### config.mk
export PLATFORM = sky130hd
export DESIGN_NAME = ogpc_pin_config
export DESIGN_NICKNAME = d
export VERILOG_FILES = /design/src/ogpc_pkg.sv /design/src/ogpc_pin_config.sv
export VERILOG_INCLUDE_DIRS = /design/src
export SDC_FILE = /design/constraint.sdc
export NUM_CORES = 1
export LEC_CHECK = 0
export BUFFER_PORTS_ARGS = -buffer_cell sky130_fd_sc_hd__buf_2
export CORE_MARGIN = 5
export CORE_UTILIZATION = 40
export DETAILED_ROUTE_END_ITERATION = 16
export GPL_ROUTABILITY_DRIVEN = 0
export PLACE_DENSITY = 0.71
export SLEW_MARGIN = 10
export SYNTH_ARGS = -nofsm -noshare
export SYNTH_HDL_FRONTEND = slang
export SYNTH_SLANG_ARGS = --single-unit
### constraint.sdc
create_clock -name pclk -period 3 [get_ports pclk]
set_clock_uncertainty 0.2 [all_clocks]
set_input_delay 0.3 -clock pclk [delete_from_list [all_inputs] [get_ports pclk]]
set_output_delay 0.3 -clock pclk [all_outputs]
set_load 0.03 [all_outputs]
### src/ogpc_consts.svh
`ifndef OGPC_CONSTS_SVH
`define OGPC_CONSTS_SVH
// Functional notes
// - Pull field 14:13: 00 none, 01 pull-down, 10 pull-up, 11 reserved; reset 01.
// - Edge mode bit 12 set: interrupt on both rising and falling pin edges.
// - Edge mode 0 (reset): single edge; rising for polarity 0, falling otherwise.
// - Bit 11 picks supply: 0 digital I/O supply, 1 main power supply; reset 0.
// - Bit 10 polarity: 0 inverted active low, 1 non-inverted; reset 1.
// - Bit 9 drive style: 0 push-pull, 1 open drain; reset 0.
// - Enable bit 8 at 0 (reset) tri-states the pin; 1 is normal operation.
// - Input code 0 is debounced general input, 1 undebounced; selector 7:4 resets 0000.
// - Input codes 2..6: on/off, sleep/wake, debounced sleep/wake, sleep, power-on requests.
// - Input code 7 watchdog reset; codes 8 and 9 voltage-scaling selects 1 and 2.
// - Input codes 10,11 hardware enables; 12,13 controls; 14,15 debounced controls.
// - Output code 0 is software output; code 1 drives the 32.768kHz clock.
// - Output codes 2,3,4: on, sleep, state-change indications; 5..7 reserved.
// - Output codes 10 and 11: first and second external power enables.
// - Output code 12 system_supply_good, code 13 converter_supply_ok.
// - Output code 14 drives the 2MHz external power clock, 15 auxiliary reset.

// -----------------------------------------------------------------------------
// Register map
// -----------------------------------------------------------------------------
`define OGPC_CTRL_INDEX 20'h0_781E
`define OGPC_CTRL_ADDR (`OGPC_CTRL_INDEX << 2)
`define OGPC_STAT_ADDR 20'h1_E080
`define OGPC_MASK_ADDR 20'h1_E084
`define OGPC_GPO_ADDR 20'h1_E088
`define OGPC_PIN_ADDR 20'h1_E08C
`define OGPC_CTRL_RESET 16'hA400
`define OGPC_CTRL_WMASK 16'hFFF0

// -----------------------------------------------------------------------------
// Field positions and codes
// -----------------------------------------------------------------------------
`define OGPC_DIR_BIT 15
`define OGPC_PULL_MSB 14
`define OGPC_PULL_LSB 13
`define OGPC_EDGE_MODE_BIT 12
`define OGPC_DOMAIN_BIT 11
`define OGPC_POL_BIT 10
`define OGPC_OD_BIT 9
`define OGPC_ENA_BIT 8
`define OGPC_FN_MSB 7
`define OGPC_FN_LSB 4
`define OGPC_IRQ_EDGE_BIT 0
`define OGPC_IRQ_RSVD_BIT 1
`define OGPC_PULL_DOWN 2'h1
`define OGPC_PULL_UP 2'h2
`define OGPC_FN_IN_GPIO_DEB 4'h0
`define OGPC_FN_IN_SLPWAKE_DEB 4'h4
`define OGPC_FN_IN_HWCTL1_DEB 4'hE
`define OGPC_FN_IN_HWCTL2_DEB 4'hF
`define OGPC_FN_OUT_GPO 4'h0
`define OGPC_FN_OUT_RSVD_LO 4'h5
`define OGPC_FN_OUT_RSVD_HI 4'h7

// -----------------------------------------------------------------------------
// Timing
// -----------------------------------------------------------------------------
`define OGPC_CLK_PERIOD_NS 40
`define OGPC_LONG_DEB_NS 1000000
`define OGPC_LONG_DEB_CYCLES \
  ((`OGPC_LONG_DEB_NS + `OGPC_CLK_PERIOD_NS - 1) / `OGPC_CLK_PERIOD_NS)

`endif

### src/ogpc_pkg.sv
`default_nettype none

// -----------------------------------------------------------------------------
// Types shared by the pin configuration block
// -----------------------------------------------------------------------------
package ogpc_pkg;

  // Everything that leaves the block toward the pad cell travels together.
  typedef struct packed {
    logic out;
    logic oe_n;
    logic pull_up;
    logic pull_down;
    logic main_supply;
  } ogpc_pad_t;

endpackage : ogpc_pkg

`default_nettype wire

### src/ogpc_pin_config.sv
`timescale 1ns/1ns
`default_nettype none
`include "ogpc_consts.svh"

module ogpc_pin_config #(
  parameter int DEB_CYCLES = `OGPC_LONG_DEB_CYCLES
) (
  input  wire logic                pclk,
  input  wire logic                presetn,
  input  wire logic                psel,
  input  wire logic                penable,
  input  wire logic                pwrite,
  input  wire logic [19:0]         paddr,
  input  wire logic [31:0]         pwdata,
  input  wire logic [3:0]          pstrb,
  output logic      [31:0]         prdata,
  output logic                     pready,
  output logic                     pslverr,
  input  wire logic                pin_in,
  output var ogpc_pkg::ogpc_pad_t  pad,
  input  wire logic [15:0]         out_function_src,
  output logic      [15:0]         in_function_req,
  output logic                     irq
);
  import ogpc_pkg::*;

  localparam int CW = $clog2(DEB_CYCLES + 1);

  // ---------------------------------------------------------------------------
  // Helpers
  // ---------------------------------------------------------------------------

  // Polarity is applied the same way on the way in and on the way out.
  function automatic logic ogpc_apply_pol(input logic pol_bit, input logic v);
    return pol_bit ? v : ~v;
  endfunction : ogpc_apply_pol

  // Byte-lane merge of a 16-bit register with APB write strobes.
  function automatic logic [15:0] ogpc_merge(input logic [15:0] old_v,
                                             input logic [15:0] new_v,
                                             input logic [1:0]  strb);
    logic [15:0] res;
    res = old_v;
    if (strb[0]) begin
      res[7:0] = new_v[7:0];
    end
    if (strb[1]) begin
      res[15:8] = new_v[15:8];
    end
    return res;
  endfunction : ogpc_merge

  // ---------------------------------------------------------------------------
  // Declarations
  // ---------------------------------------------------------------------------
  logic [15:0]   ctrl;
  logic [1:0]    status;
  logic [1:0]    mask;
  logic          gpo;
  logic          pin_meta;
  logic          pin_sync;
  logic [CW-1:0] deb_cnt;
  logic          deb_val;
  logic          prev_raw;
  logic          dir_in;
  logic          ena;
  logic          pol;
  logic          od;
  logic          both_edges;
  logic          domain;
  logic [1:0]    pull;
  logic [3:0]    fn;
  logic          setup_ph;
  logic          wr_acc;
  logic          map_hit;
  logic [31:0]   read_mux;
  logic          use_long;
  logic          in_raw;
  logic          in_level;
  logic          in_active;
  logic          rise;
  logic          fall;
  logic          edge_evt;
  logic          out_active;
  logic          out_rsvd;
  logic          out_src;
  logic          out_level;
  logic          rsvd_evt;
  logic [1:0]    stat_clr;

  // ---------------------------------------------------------------------------
  // Control field decode
  // ---------------------------------------------------------------------------

  // Field views of the control word; the register itself is the only state.
  assign dir_in     = ctrl[`OGPC_DIR_BIT];
  assign ena        = ctrl[`OGPC_ENA_BIT];
  assign pol        = ctrl[`OGPC_POL_BIT];
  assign od         = ctrl[`OGPC_OD_BIT];
  assign both_edges = ctrl[`OGPC_EDGE_MODE_BIT];
  assign domain     = ctrl[`OGPC_DOMAIN_BIT];
  assign pull       = ctrl[`OGPC_PULL_MSB:`OGPC_PULL_LSB];
  assign fn         = ctrl[`OGPC_FN_MSB:`OGPC_FN_LSB];

  // ---------------------------------------------------------------------------
  // APB slave
  // ---------------------------------------------------------------------------

  // A write takes effect only on the completing access edge.
  assign setup_ph = psel & ~penable;
  assign wr_acc   = psel & penable & pready & pwrite;

  // Address decode shared by reads and the error answer; writes compare paddr directly.
  always_comb begin
    map_hit  = 1'b1;
    read_mux = 32'h0000_0000;
    case (paddr)
      `OGPC_CTRL_ADDR: read_mux = {16'h0000, ctrl};
      `OGPC_STAT_ADDR: read_mux = {30'h0000_0000, status};
      `OGPC_MASK_ADDR: read_mux = {30'h0000_0000, mask};
      `OGPC_GPO_ADDR:  read_mux = {31'h0000_0000, gpo};
      `OGPC_PIN_ADDR:  read_mux = {30'h0000_0000, pin_sync, in_level};
      default:         map_hit  = 1'b0;
    endcase
  end

  // The answer is prepared during setup so that it leaves a flip-flop; this
  // costs nothing, as the access phase then completes with no wait state.
  always_ff @(posedge pclk or negedge presetn) begin
    if (!presetn) begin
      pready  <= 1'b0;
      pslverr <= 1'b0;
      prdata  <= 32'h0000_0000;
    end else begin
      pready  <= setup_ph;
      pslverr <= setup_ph & ~map_hit;
      prdata  <= (setup_ph & ~pwrite) ? read_mux : 32'h0000_0000;
    end
  end

  // Control word; low nibble is not part of this block and reads zero.
  always_ff @(posedge pclk or negedge presetn) begin
    if (!presetn) begin
      ctrl <= `OGPC_CTRL_RESET;
    end else if (wr_acc && paddr == `OGPC_CTRL_ADDR) begin
      ctrl <= ogpc_merge(ctrl, pwdata[15:0], pstrb[1:0]) & `OGPC_CTRL_WMASK;
    end
  end

  // Interrupt mask and software output value.
  always_ff @(posedge pclk or negedge presetn) begin
    if (!presetn) begin
      mask <= 2'h0;
      gpo  <= 1'b0;
    end else if (wr_acc && pstrb[0]) begin
      if (paddr == `OGPC_MASK_ADDR) begin
        mask <= pwdata[1:0];
      end
      if (paddr == `OGPC_GPO_ADDR) begin
        gpo <= pwdata[0];
      end
    end
  end

  // ---------------------------------------------------------------------------
  // Input path
  // ---------------------------------------------------------------------------

  // The pad is asynchronous to pclk; only the second stage is used.
  always_ff @(posedge pclk or negedge presetn) begin
    if (!presetn) begin
      pin_meta <= 1'b0;
      pin_sync <= 1'b0;
    end else begin
      pin_meta <= pin_in;
      pin_sync <= pin_meta;
    end
  end

  // Long debounce: a new level is accepted only after it held for
  // DEB_CYCLES cycles in a row; any bounce restarts the count.
  always_ff @(posedge pclk or negedge presetn) begin
    if (!presetn) begin
      deb_cnt <= '0;
      deb_val <= 1'b0;
    end else if (pin_sync == deb_val) begin
      deb_cnt <= '0;
    end else if (deb_cnt == CW'(DEB_CYCLES - 1)) begin
      deb_val <= pin_sync;
      deb_cnt <= '0;
    end else begin
      deb_cnt <= deb_cnt + 1'b1;
    end
  end

  // Codes with long debounce read the filtered level, the rest the raw one.
  assign use_long  = (fn == `OGPC_FN_IN_GPIO_DEB) || (fn == `OGPC_FN_IN_SLPWAKE_DEB) ||
                     (fn == `OGPC_FN_IN_HWCTL1_DEB) || (fn == `OGPC_FN_IN_HWCTL2_DEB);
  assign in_raw    = use_long ? deb_val : pin_sync;
  assign in_level  = ogpc_apply_pol(pol, in_raw);
  assign in_active = ena & dir_in;

  // Each input code owns one bit of the request vector; only the selected
  // bit can be high, and only while the pin is an enabled input.
  always_ff @(posedge pclk or negedge presetn) begin
    if (!presetn) begin
      in_function_req <= 16'h0000;
    end else if (in_active && in_level) begin
      in_function_req <= 16'h0001 << fn;
    end else begin
      in_function_req <= 16'h0000;
    end
  end

  // ---------------------------------------------------------------------------
  // Edge detection and interrupt
  // ---------------------------------------------------------------------------

  // Changing between debounced and raw codes can show up as one edge.
  always_ff @(posedge pclk or negedge presetn) begin
    if (!presetn) begin
      prev_raw <= 1'b0;
    end else begin
      prev_raw <= in_raw;
    end
  end

  assign rise     = in_raw & ~prev_raw;
  assign fall     = ~in_raw & prev_raw;
  assign edge_evt = in_active & (both_edges ? (rise | fall)
                                            : (pol ? fall : rise));
  assign rsvd_evt = out_active & out_rsvd;

  // Write-one-to-clear, with a new event winning over a clear.
  assign stat_clr = (wr_acc && pstrb[0] && paddr == `OGPC_STAT_ADDR) ? pwdata[1:0] : 2'h0;

  always_ff @(posedge pclk or negedge presetn) begin
    if (!presetn) begin
      status <= 2'h0;
    end else begin
      status[`OGPC_IRQ_EDGE_BIT] <= edge_evt |
        (status[`OGPC_IRQ_EDGE_BIT] & ~stat_clr[`OGPC_IRQ_EDGE_BIT]);
      status[`OGPC_IRQ_RSVD_BIT] <= rsvd_evt |
        (status[`OGPC_IRQ_RSVD_BIT] & ~stat_clr[`OGPC_IRQ_RSVD_BIT]);
    end
  end

  // Level interrupt, one cycle behind the status bits.
  always_ff @(posedge pclk or negedge presetn) begin
    if (!presetn) begin
      irq <= 1'b0;
    end else begin
      irq <= |(status & mask);
    end
  end

  // ---------------------------------------------------------------------------
  // Output path
  // ---------------------------------------------------------------------------

  // Reserved output codes drive an inactive level and flag an event.
  assign out_active = ena & ~dir_in;
  assign out_rsvd   = (fn >= `OGPC_FN_OUT_RSVD_LO) && (fn <= `OGPC_FN_OUT_RSVD_HI);

  always_comb begin
    if (out_rsvd) begin
      out_src = 1'b0;
    end else if (fn == `OGPC_FN_OUT_GPO) begin
      out_src = gpo;
    end else begin
      out_src = out_function_src[fn];
    end
  end

  assign out_level = ogpc_apply_pol(pol, out_src);

  // Pad controls. Open drain only pulls low and releases for a high level.
  always_ff @(posedge pclk or negedge presetn) begin
    if (!presetn) begin
      pad.out         <= 1'b0;
      pad.oe_n        <= 1'b1;
      pad.pull_up     <= 1'b0;
      pad.pull_down   <= 1'b1;
      pad.main_supply <= 1'b0;
    end else begin
      pad.oe_n        <= ~out_active | (od & out_level);
      pad.out         <= out_active & ~od & out_level;
      pad.pull_up     <= (pull == `OGPC_PULL_UP);
      pad.pull_down   <= (pull == `OGPC_PULL_DOWN);
      pad.main_supply <= domain;
    end
  end

  // ---------------------------------------------------------------------------
  // Checks
  // ---------------------------------------------------------------------------

  chk_tristate_off: assert property (
    @(posedge pclk) disable iff (!presetn)
    !ena |=> pad.oe_n && !pad.out)
    else $error("pin driven while disabled");

  chk_input_released: assert property (
    @(posedge pclk) disable iff (!presetn)
    dir_in |=> pad.oe_n)
    else $error("pin driven while set as input");

  chk_pull_decode: assert property (
    @(posedge pclk) disable iff (!presetn)
    ##1 (pad.pull_down == ($past(pull) == 2'h1)) && (pad.pull_up == ($past(pull) == 2'h2)))
    else $error("pull controls do not follow pull field");

  chk_both_edges: assert property (
    @(posedge pclk) disable iff (!presetn)
    (in_active && both_edges && (in_raw != prev_raw)) |=> status[0])
    else $error("edge event lost in both-edge mode");

  chk_single_edge: assert property (
    @(posedge pclk) disable iff (!presetn)
    (in_active && !both_edges && !status[0] && !pol && fall) |=> !status[0])
    else $error("wrong edge raised interrupt");

  chk_supply_sel: assert property (
    @(posedge pclk) disable iff (!presetn)
    ##1 pad.main_supply == $past(domain))
    else $error("supply select does not follow control");

  chk_gpo_polarity: assert property (
    @(posedge pclk) disable iff (!presetn)
    (out_active && !od && fn == 4'h0) |=> pad.out == ($past(pol) ~^ $past(gpo)))
    else $error("software output polarity wrong");

  chk_open_drain: assert property (
    @(posedge pclk) disable iff (!presetn)
    (out_active && od) |=> !pad.out && (pad.oe_n == $past(out_level)))
    else $error("open drain drove high");

  chk_debounce_hold: assert property (
    @(posedge pclk) disable iff (!presetn)
    $changed(deb_val) |-> $past(pin_sync) == deb_val && $past(deb_cnt) == CW'(DEB_CYCLES - 1))
    else $error("debounced level changed early");

  chk_input_route: assert property (
    @(posedge pclk) disable iff (!presetn)
    (in_active && in_level) |=> in_function_req == (16'h0001 << $past(fn)))
    else $error("input function not routed");

  chk_input_idle: assert property (
    @(posedge pclk) disable iff (!presetn)
    !in_active |=> in_function_req == 16'h0000)
    else $error("input request while pin not an input");

  chk_reserved_out: assert property (
    @(posedge pclk) disable iff (!presetn)
    (out_active && !od && out_rsvd) |=> pad.out == !$past(pol) ##1 status[1])
    else $error("reserved output code misbehaved");

  chk_irq_level: assert property (
    @(posedge pclk) disable iff (!presetn)
    (status[0] && mask[0]) |=> irq)
    else $error("interrupt not raised for unmasked status");

endmodule : ogpc_pin_config

`default_nettype wire

# Word-level counts from Yosys, hierarchy flattened
# Index checks and enable logic that the tools add are counted.
[classes] addsub=1 multipliers=0 n_div=0 magnitude_cmp=3 eq_ne=12 shifts=1 n_mux=16 bitwise_logic=34 n_reduce_logical=16
[op_table] operator="equality test 20 x 17 -> 1 bit (second input constant)" count=5
[op_table] operator="case mux 16 bit (5 select lines)" count=1
[op_table] operator="two-way mux 32 bit" count=1
[op_table] operator="two-way mux 15 bit" count=2
[op_table] operator="bitwise AND 1 bit" count=17
[op_table] operator="two-way mux 16 bit" count=1
[op_table] operator="<< shifter 1 x 4 -> 16 bit (first input constant)" count=1
[op_table] operator="adder 15 x 1 -> 15 bit (second input constant)" count=1
[op_table] operator="equality test 15 bit (second input constant)" count=1
[op_table] operator="NOT 1 bit" count=12
[op_table] operator="AND reduction 2 bit" count=5
[op_table] operator="two-way mux 1 bit" count=9
[op_table] operator="equality test 4 bit (second input constant)" count=2
[op_table] operator="logical AND 1 bit" count=5
[op_table] operator="less-than comparator 4 x 5 -> 1 bit (second input constant)" count=1
[op_table] operator="OR reduction 5 bit" count=1
[op_table] operator="binary-select mux 1 bit (select 4 bit)" count=1
[op_table] operator="equality test 4 x 3 -> 1 bit (second input constant)" count=1
[op_table] operator=">= comparator 4 x 3 -> 1 bit (second input constant)" count=1
[op_table] operator="<= comparator 4 x 3 -> 1 bit (second input constant)" count=1
[op_table] operator="logical NOT 4 bit" count=1
[op_table] operator="OR 1 bit" count=4
[op_table] operator="logical OR 1 bit" count=3
[op_table] operator="bitwise AND 2 bit" count=1
[op_table] operator="other kinds (5)" count=5
[word_totals] ff_bits=92 latchBits=0 ram_bits=0 mem_bits_ro=0 memories=0

# Depth between registers and ports, before layout
[logic_depth] word_depth=11 mapped_depth=8 depth_no_buf=8

# Worst setup path after synthesis
# OpenSTA, ideal clock, no wires.
[synth_path] path_type="reg-to-reg" from="reg pready" to="reg gpo" setup_ps=128 arrival_time_ps=1620 required_ps=2672 setup_slack_ps=1052 path_stages_with_launch=6 path_buffers=0 cell_sequence="dfrtp_1 > and4_1 > nand4_1 > or2_1 > nor3b_1 > mux2_1"
[synth_between] elab_chain_cells=4
[synth_lines] item="start, declared" line="ogpc_pin_config.sv:17" text="output logic pready,"
[synth_lines] item="start signal, assigned" line="ogpc_pin_config.sv:135" text="pready <= setup_ph;"
[synth_lines] item="bitwise AND 1 bit (2 in a row)" line="ogpc_pin_config.sv:111" text="assign wr_acc = psel & penable & pready & pwrite;"
[synth_lines] item="logical AND 1 bit" line="ogpc_pin_config.sv:155" text="end else if (wr_acc && pstrb[0]) begin"
[synth_lines] item="AND reduction 2 bit (no line)"
[synth_lines] item="end signal, assigned" line="ogpc_pin_config.sv:160" text="gpo <= pwdata[0];"
[synth_lines] item="end, declared" line="ogpc_pin_config.sv:59" text="logic gpo;"
# No other way between the ends.
# A chain may end at the register's enable or synchronous reset.

# Worst setup path after layout
[layout_path] from="reg ctrl[6]" to="reg status[0]"
[layout_between] elab_chain_cells=11
[layout_lines] item="start, declared" line="ogpc_pin_config.sv:56" text="logic [15:0] ctrl;"
[layout_lines] item="start signal, assigned" line="ogpc_pin_config.sv:144" text="ctrl <= `OGPC_CTRL_RESET;"
[layout_lines] item="start signal, assigned" line="ogpc_pin_config.sv:146" text="ctrl <= ogpc_merge(ctrl, pwdata[15:0], pstrb[1:0]) & `OGPC_CTRL_WMASK;"
[layout_lines] item="equality test 4 x 3 -> 1 bit (no line) / logical NOT 4 bit (equally long branches)"
[layout_lines] item="logical OR 1 bit (2 in a row)" line="ogpc_pin_config.sv:197" text="assign use_long = (fn == `OGPC_FN_IN_GPIO_DEB) || (fn == `OGPC_FN_IN_SLPWAKE_DEB) ||"
[layout_lines] item="logical OR 1 bit *" line="ogpc_pin_config.sv:197"
[layout_lines] item="two-way mux 1 bit *" line="ogpc_pin_config.sv:199" text="assign in_raw = use_long ? deb_val : pin_sync;"
[layout_lines] item="NOT 1 bit" line="ogpc_pin_config.sv:229" text="assign fall = ~in_raw & prev_raw;"
[layout_lines] item="bitwise AND 1 bit" line="ogpc_pin_config.sv:229"
[layout_lines] item="two-way mux 1 bit / OR 1 bit (equally long branches)" line="ogpc_pin_config.sv:231, ogpc_pin_config.sv:230"
[layout_lines] item="two-way mux 1 bit *" line="ogpc_pin_config.sv:230" text="assign edge_evt = in_active & (both_edges ? (rise | fall)"
[layout_lines] item="bitwise AND 1 bit *" line="ogpc_pin_config.sv:230"
[layout_lines] item="OR 1 bit *" line="ogpc_pin_config.sv:241" text="status[`OGPC_IRQ_EDGE_BIT] <= edge_evt |"
[layout_lines] item="end signal, assigned by index" line="ogpc_pin_config.sv:241"
[layout_lines] item="end signal, assigned by index" line="ogpc_pin_config.sv:243" text="status[`OGPC_IRQ_RSVD_BIT] <= rsvd_evt |"
[layout_lines] item="end, declared" line="ogpc_pin_config.sv:57" text="logic [1:0] status;"
# Mark *: on every way between the ends. The rest lies on a longest branch, timed or not.

==> impl_results.md <==
* Synth unique cells at 53
* Initial DRC Count at 107
* Worst r2r src: ctrl[6]$_DFFE_PN0P_
* Post-synth EDFFs at 0
* Setup CP Type: reg2reg
* IO buf count at 91
* TritonRoute pass-1 iters at 4
* Number of global-route vias before repair at 2522
* Outcome: completed
* First-pass GRT wire length at 11.7 mm
* Die X at 103 um
* Static Leak at 2.17 nW
* CORE AREA at 8590 um2
* Setup repair bufs after CTS at 0
* Maximum vdd ir drop at 223 uV
* Fillers at 780
* Hold Path Stages at 3
* Worst Tran Pin Value at 0.904 ns
* Total negative slack at 0 ns
* Final Max Slew Viols at 0
* Synth area leader: dfrtp_1
* Synth Warn # at 0
* Min-Delay Startpoint: psel
* Async S/R FF share, synth at 100%
* Max FO, Critical Path at 8
* Fin Hold WS at 0.0498 ns
* Bufs on Longest Clock Path at 2
* Die area at 10700 um2
* PwrDens at 422 nW/um2
* Syn_area_per_cell at 11.3 um2
* Post-DRT Antenna Nets at 0
* Data required time of the worst path at 3.02 ns
* Fmax at 420 MHz
* Max-Slew Margin vs Limit at 39.7%
* RSZ-0062 raised after global routing: no
* Initial Util at 40.5%
* Max-cap viol count at 0
* Boundary pin count at 134
* Clock Sinks at 74
* Worst r2r dst: status[0]$_DFF_PN0_
* Root Buffer: clkbuf_8
* Routed wire length at 7.21 mm
* End of the worst hold path: pready$_DFF_PN0_
* Type of the worst min-delay path: in2reg
* DRC at 0
* Drt via density at 4.74
* Reg clk slew, reported paths at 0.08 ns
* Endpoints failing hold at 0
* Layout Nets at 500
* Total track usage at 14.3%
* R2R depth at 8
* Setup crit start kind: register
* Cell area after synthesis at 3480 um2
* Die Span Y at 103 um
* CTS buffer count at 9
* Initial antenna violation count at 0
* Area share of the largest cell type after synthesis at 49.7%
* Arrival @ worst endpoint at 2.40 ns
* H-Tree Depth at 3
* Post-Synthesis Cells at 308
* TritonCTS clock tree: yes
* Antenna cells at 0
* Layout cells sized above 1 at 34.0%
* #FFs+latches synth at 74
* Reg2reg setup slack at 0.62 ns
* Rows at 34
* Endpoints failing setup at 0
* CP endpoint kind: register
* Final worst path period need at 2.38 ns
* Period utilization at 79.5%
* Area grow syn2layout at 24.1%
* HPWL after DPL at 5.40 mm
* Sequential fraction of the synthesis area at 53.4%
* Worst-Skew Late Latency at 0.34 ns
* Routed wire per std cell at 13.5 um
* GRT Residual Overflow at 0
* Largest net degree at the start of global routing at 75
* Synth Flop Type: dfrtp_1
* Vias at 2520
* Top post-synthesis cells by area: dfrtp_1, nor2_1, buf_4
## cell families (layout without fill, tap and decap cells)
group                    count (synthesis)  count (layout)  synth area share, %
other                                    1              18                0.108
multiplexers                            27              27                 9.90
AO/OA/AOI/OAI                           15              15                 3.13
XOR/XNOR                                17              17                 4.50
adder cells (fa/ha/maj)                  3               3                 1.08
AND/OR/NAND/NOR                        141             141                 22.3
flip-flops                              74              74                 53.4
buffers and inverters                   30             129                 5.51
## final cells by class
type                    instances  area, um2  share of cell area, %
well taps                     108        135                   3.13
clock buffers                  12        145                   3.36
multi-input cells             221       1500                   34.7
repair buffers                110        641                   14.8
flip-flops and latches         74       1860                   43.1
inverters                       3       11.3                  0.261
clock inverters                 4       26.3                  0.609
## cells in the final DEF (no fill, tap or decap), types with 9 or more instances in the layout
cell,count
mux2_2,12
xor2_1,10
nand3_1,9
nor2_1,39
conb_1,18
and2_1,14
dfrtp_1,69
nand2_1,31
clkbuf_8,10
mux2_4,9
buf_2,90
dlygate4sd3_1,16
## layer usage
layer	up-vias	global-route usage, %	part of all wire (%)
li1	1232	-	-
met1	1223	18.2	43
met2	57	24.0	51
met3	8	4.16	5.0
met4	0	3.59	0.94
met5	-	0	0
## critical path, cell delays in order (launching register included)
cell	delay (ns)
dfrtp_1	0.52
buf_4	0.23
nand3b_1	0.08
o21ai_0	0.10
a221o_1	0.43
ha_1	0.21
mux2_2	0.25
o21ai_0	0.16
o2bb2ai_1	0.08
## flip-flops by register name, summed over array words and instances (netlist names)
name	count
mask	2
pslverr	1
gpo	1
deb_cnt	15
status	2
in_function_req	16
pready	1
pad	5
pin_sync	1
prdata	14
irq	1
ctrl	12
pin_meta	1
deb_val	1
prev_raw	1
## through the flow
stage | cell area [um2] | utilization (%) | total power [mW] | setup slack [ns] | cells
global route | 4310 | 50.2 | 1.90 | 0.459 | 532
CTS | 4310 | 50.2 | 1.85 | 0.596 | 532
finish | 4310 | 50.2 | 1.82 | 0.616 | 532
global placement | 3980 | 46.3 | 1.15 | 0.682 | 500
floorplan | 3540 | - | 1.10 | 1.05 | 325
detailed placement | 3980 | 46.3 | 1.15 | 0.608 | 500
## what timing repair did
action	in CTS	in global routing
hold endpoints to repair	84	0
resized for setup	0	0
hold buffers	16	0
## worst max path at each step
stage                   startpoint                   to  cells after the start
2_1_floorplan     pready$_DFF_PN0_      gpo$_DFFE_PN0P_                      5
3_3_place_gp   ctrl[6]$_DFFE_PN0P_  status[0]$_DFF_PN0_                      8
6_report       ctrl[6]$_DFFE_PN0P_  status[0]$_DFF_PN0_                      8
3_5_place_dp   ctrl[6]$_DFFE_PN0P_  status[0]$_DFF_PN0_                      8
5_1_grt        ctrl[6]$_DFFE_PN0P_  status[0]$_DFF_PN0_                      8
4_1_cts        ctrl[6]$_DFFE_PN0P_  status[0]$_DFF_PN0_                      8
## cell usage after synthesis, types with 5 or more instances
cell type	instances
dfrtp_1	69
nor2_1	39
nand2_1	31
buf_4	18
and2_1	14
mux2_2	12
xor2_1	10
mux2_4	9
nand3_1	9
nor2b_1	6
nor3_1	6
xnor2_1	6
dfstp_2	5
nand4_1	5
## power by group
part / internal [mW] / leakage, nW / switching, mW
Sequential: 1.00 / 0.996 / 0.00446
Clock: 0.324 / 0.0868 / 0.353
Combinational: 0.0545 / 1.09 / 0.0834
(Power assumes the default switching activity.)
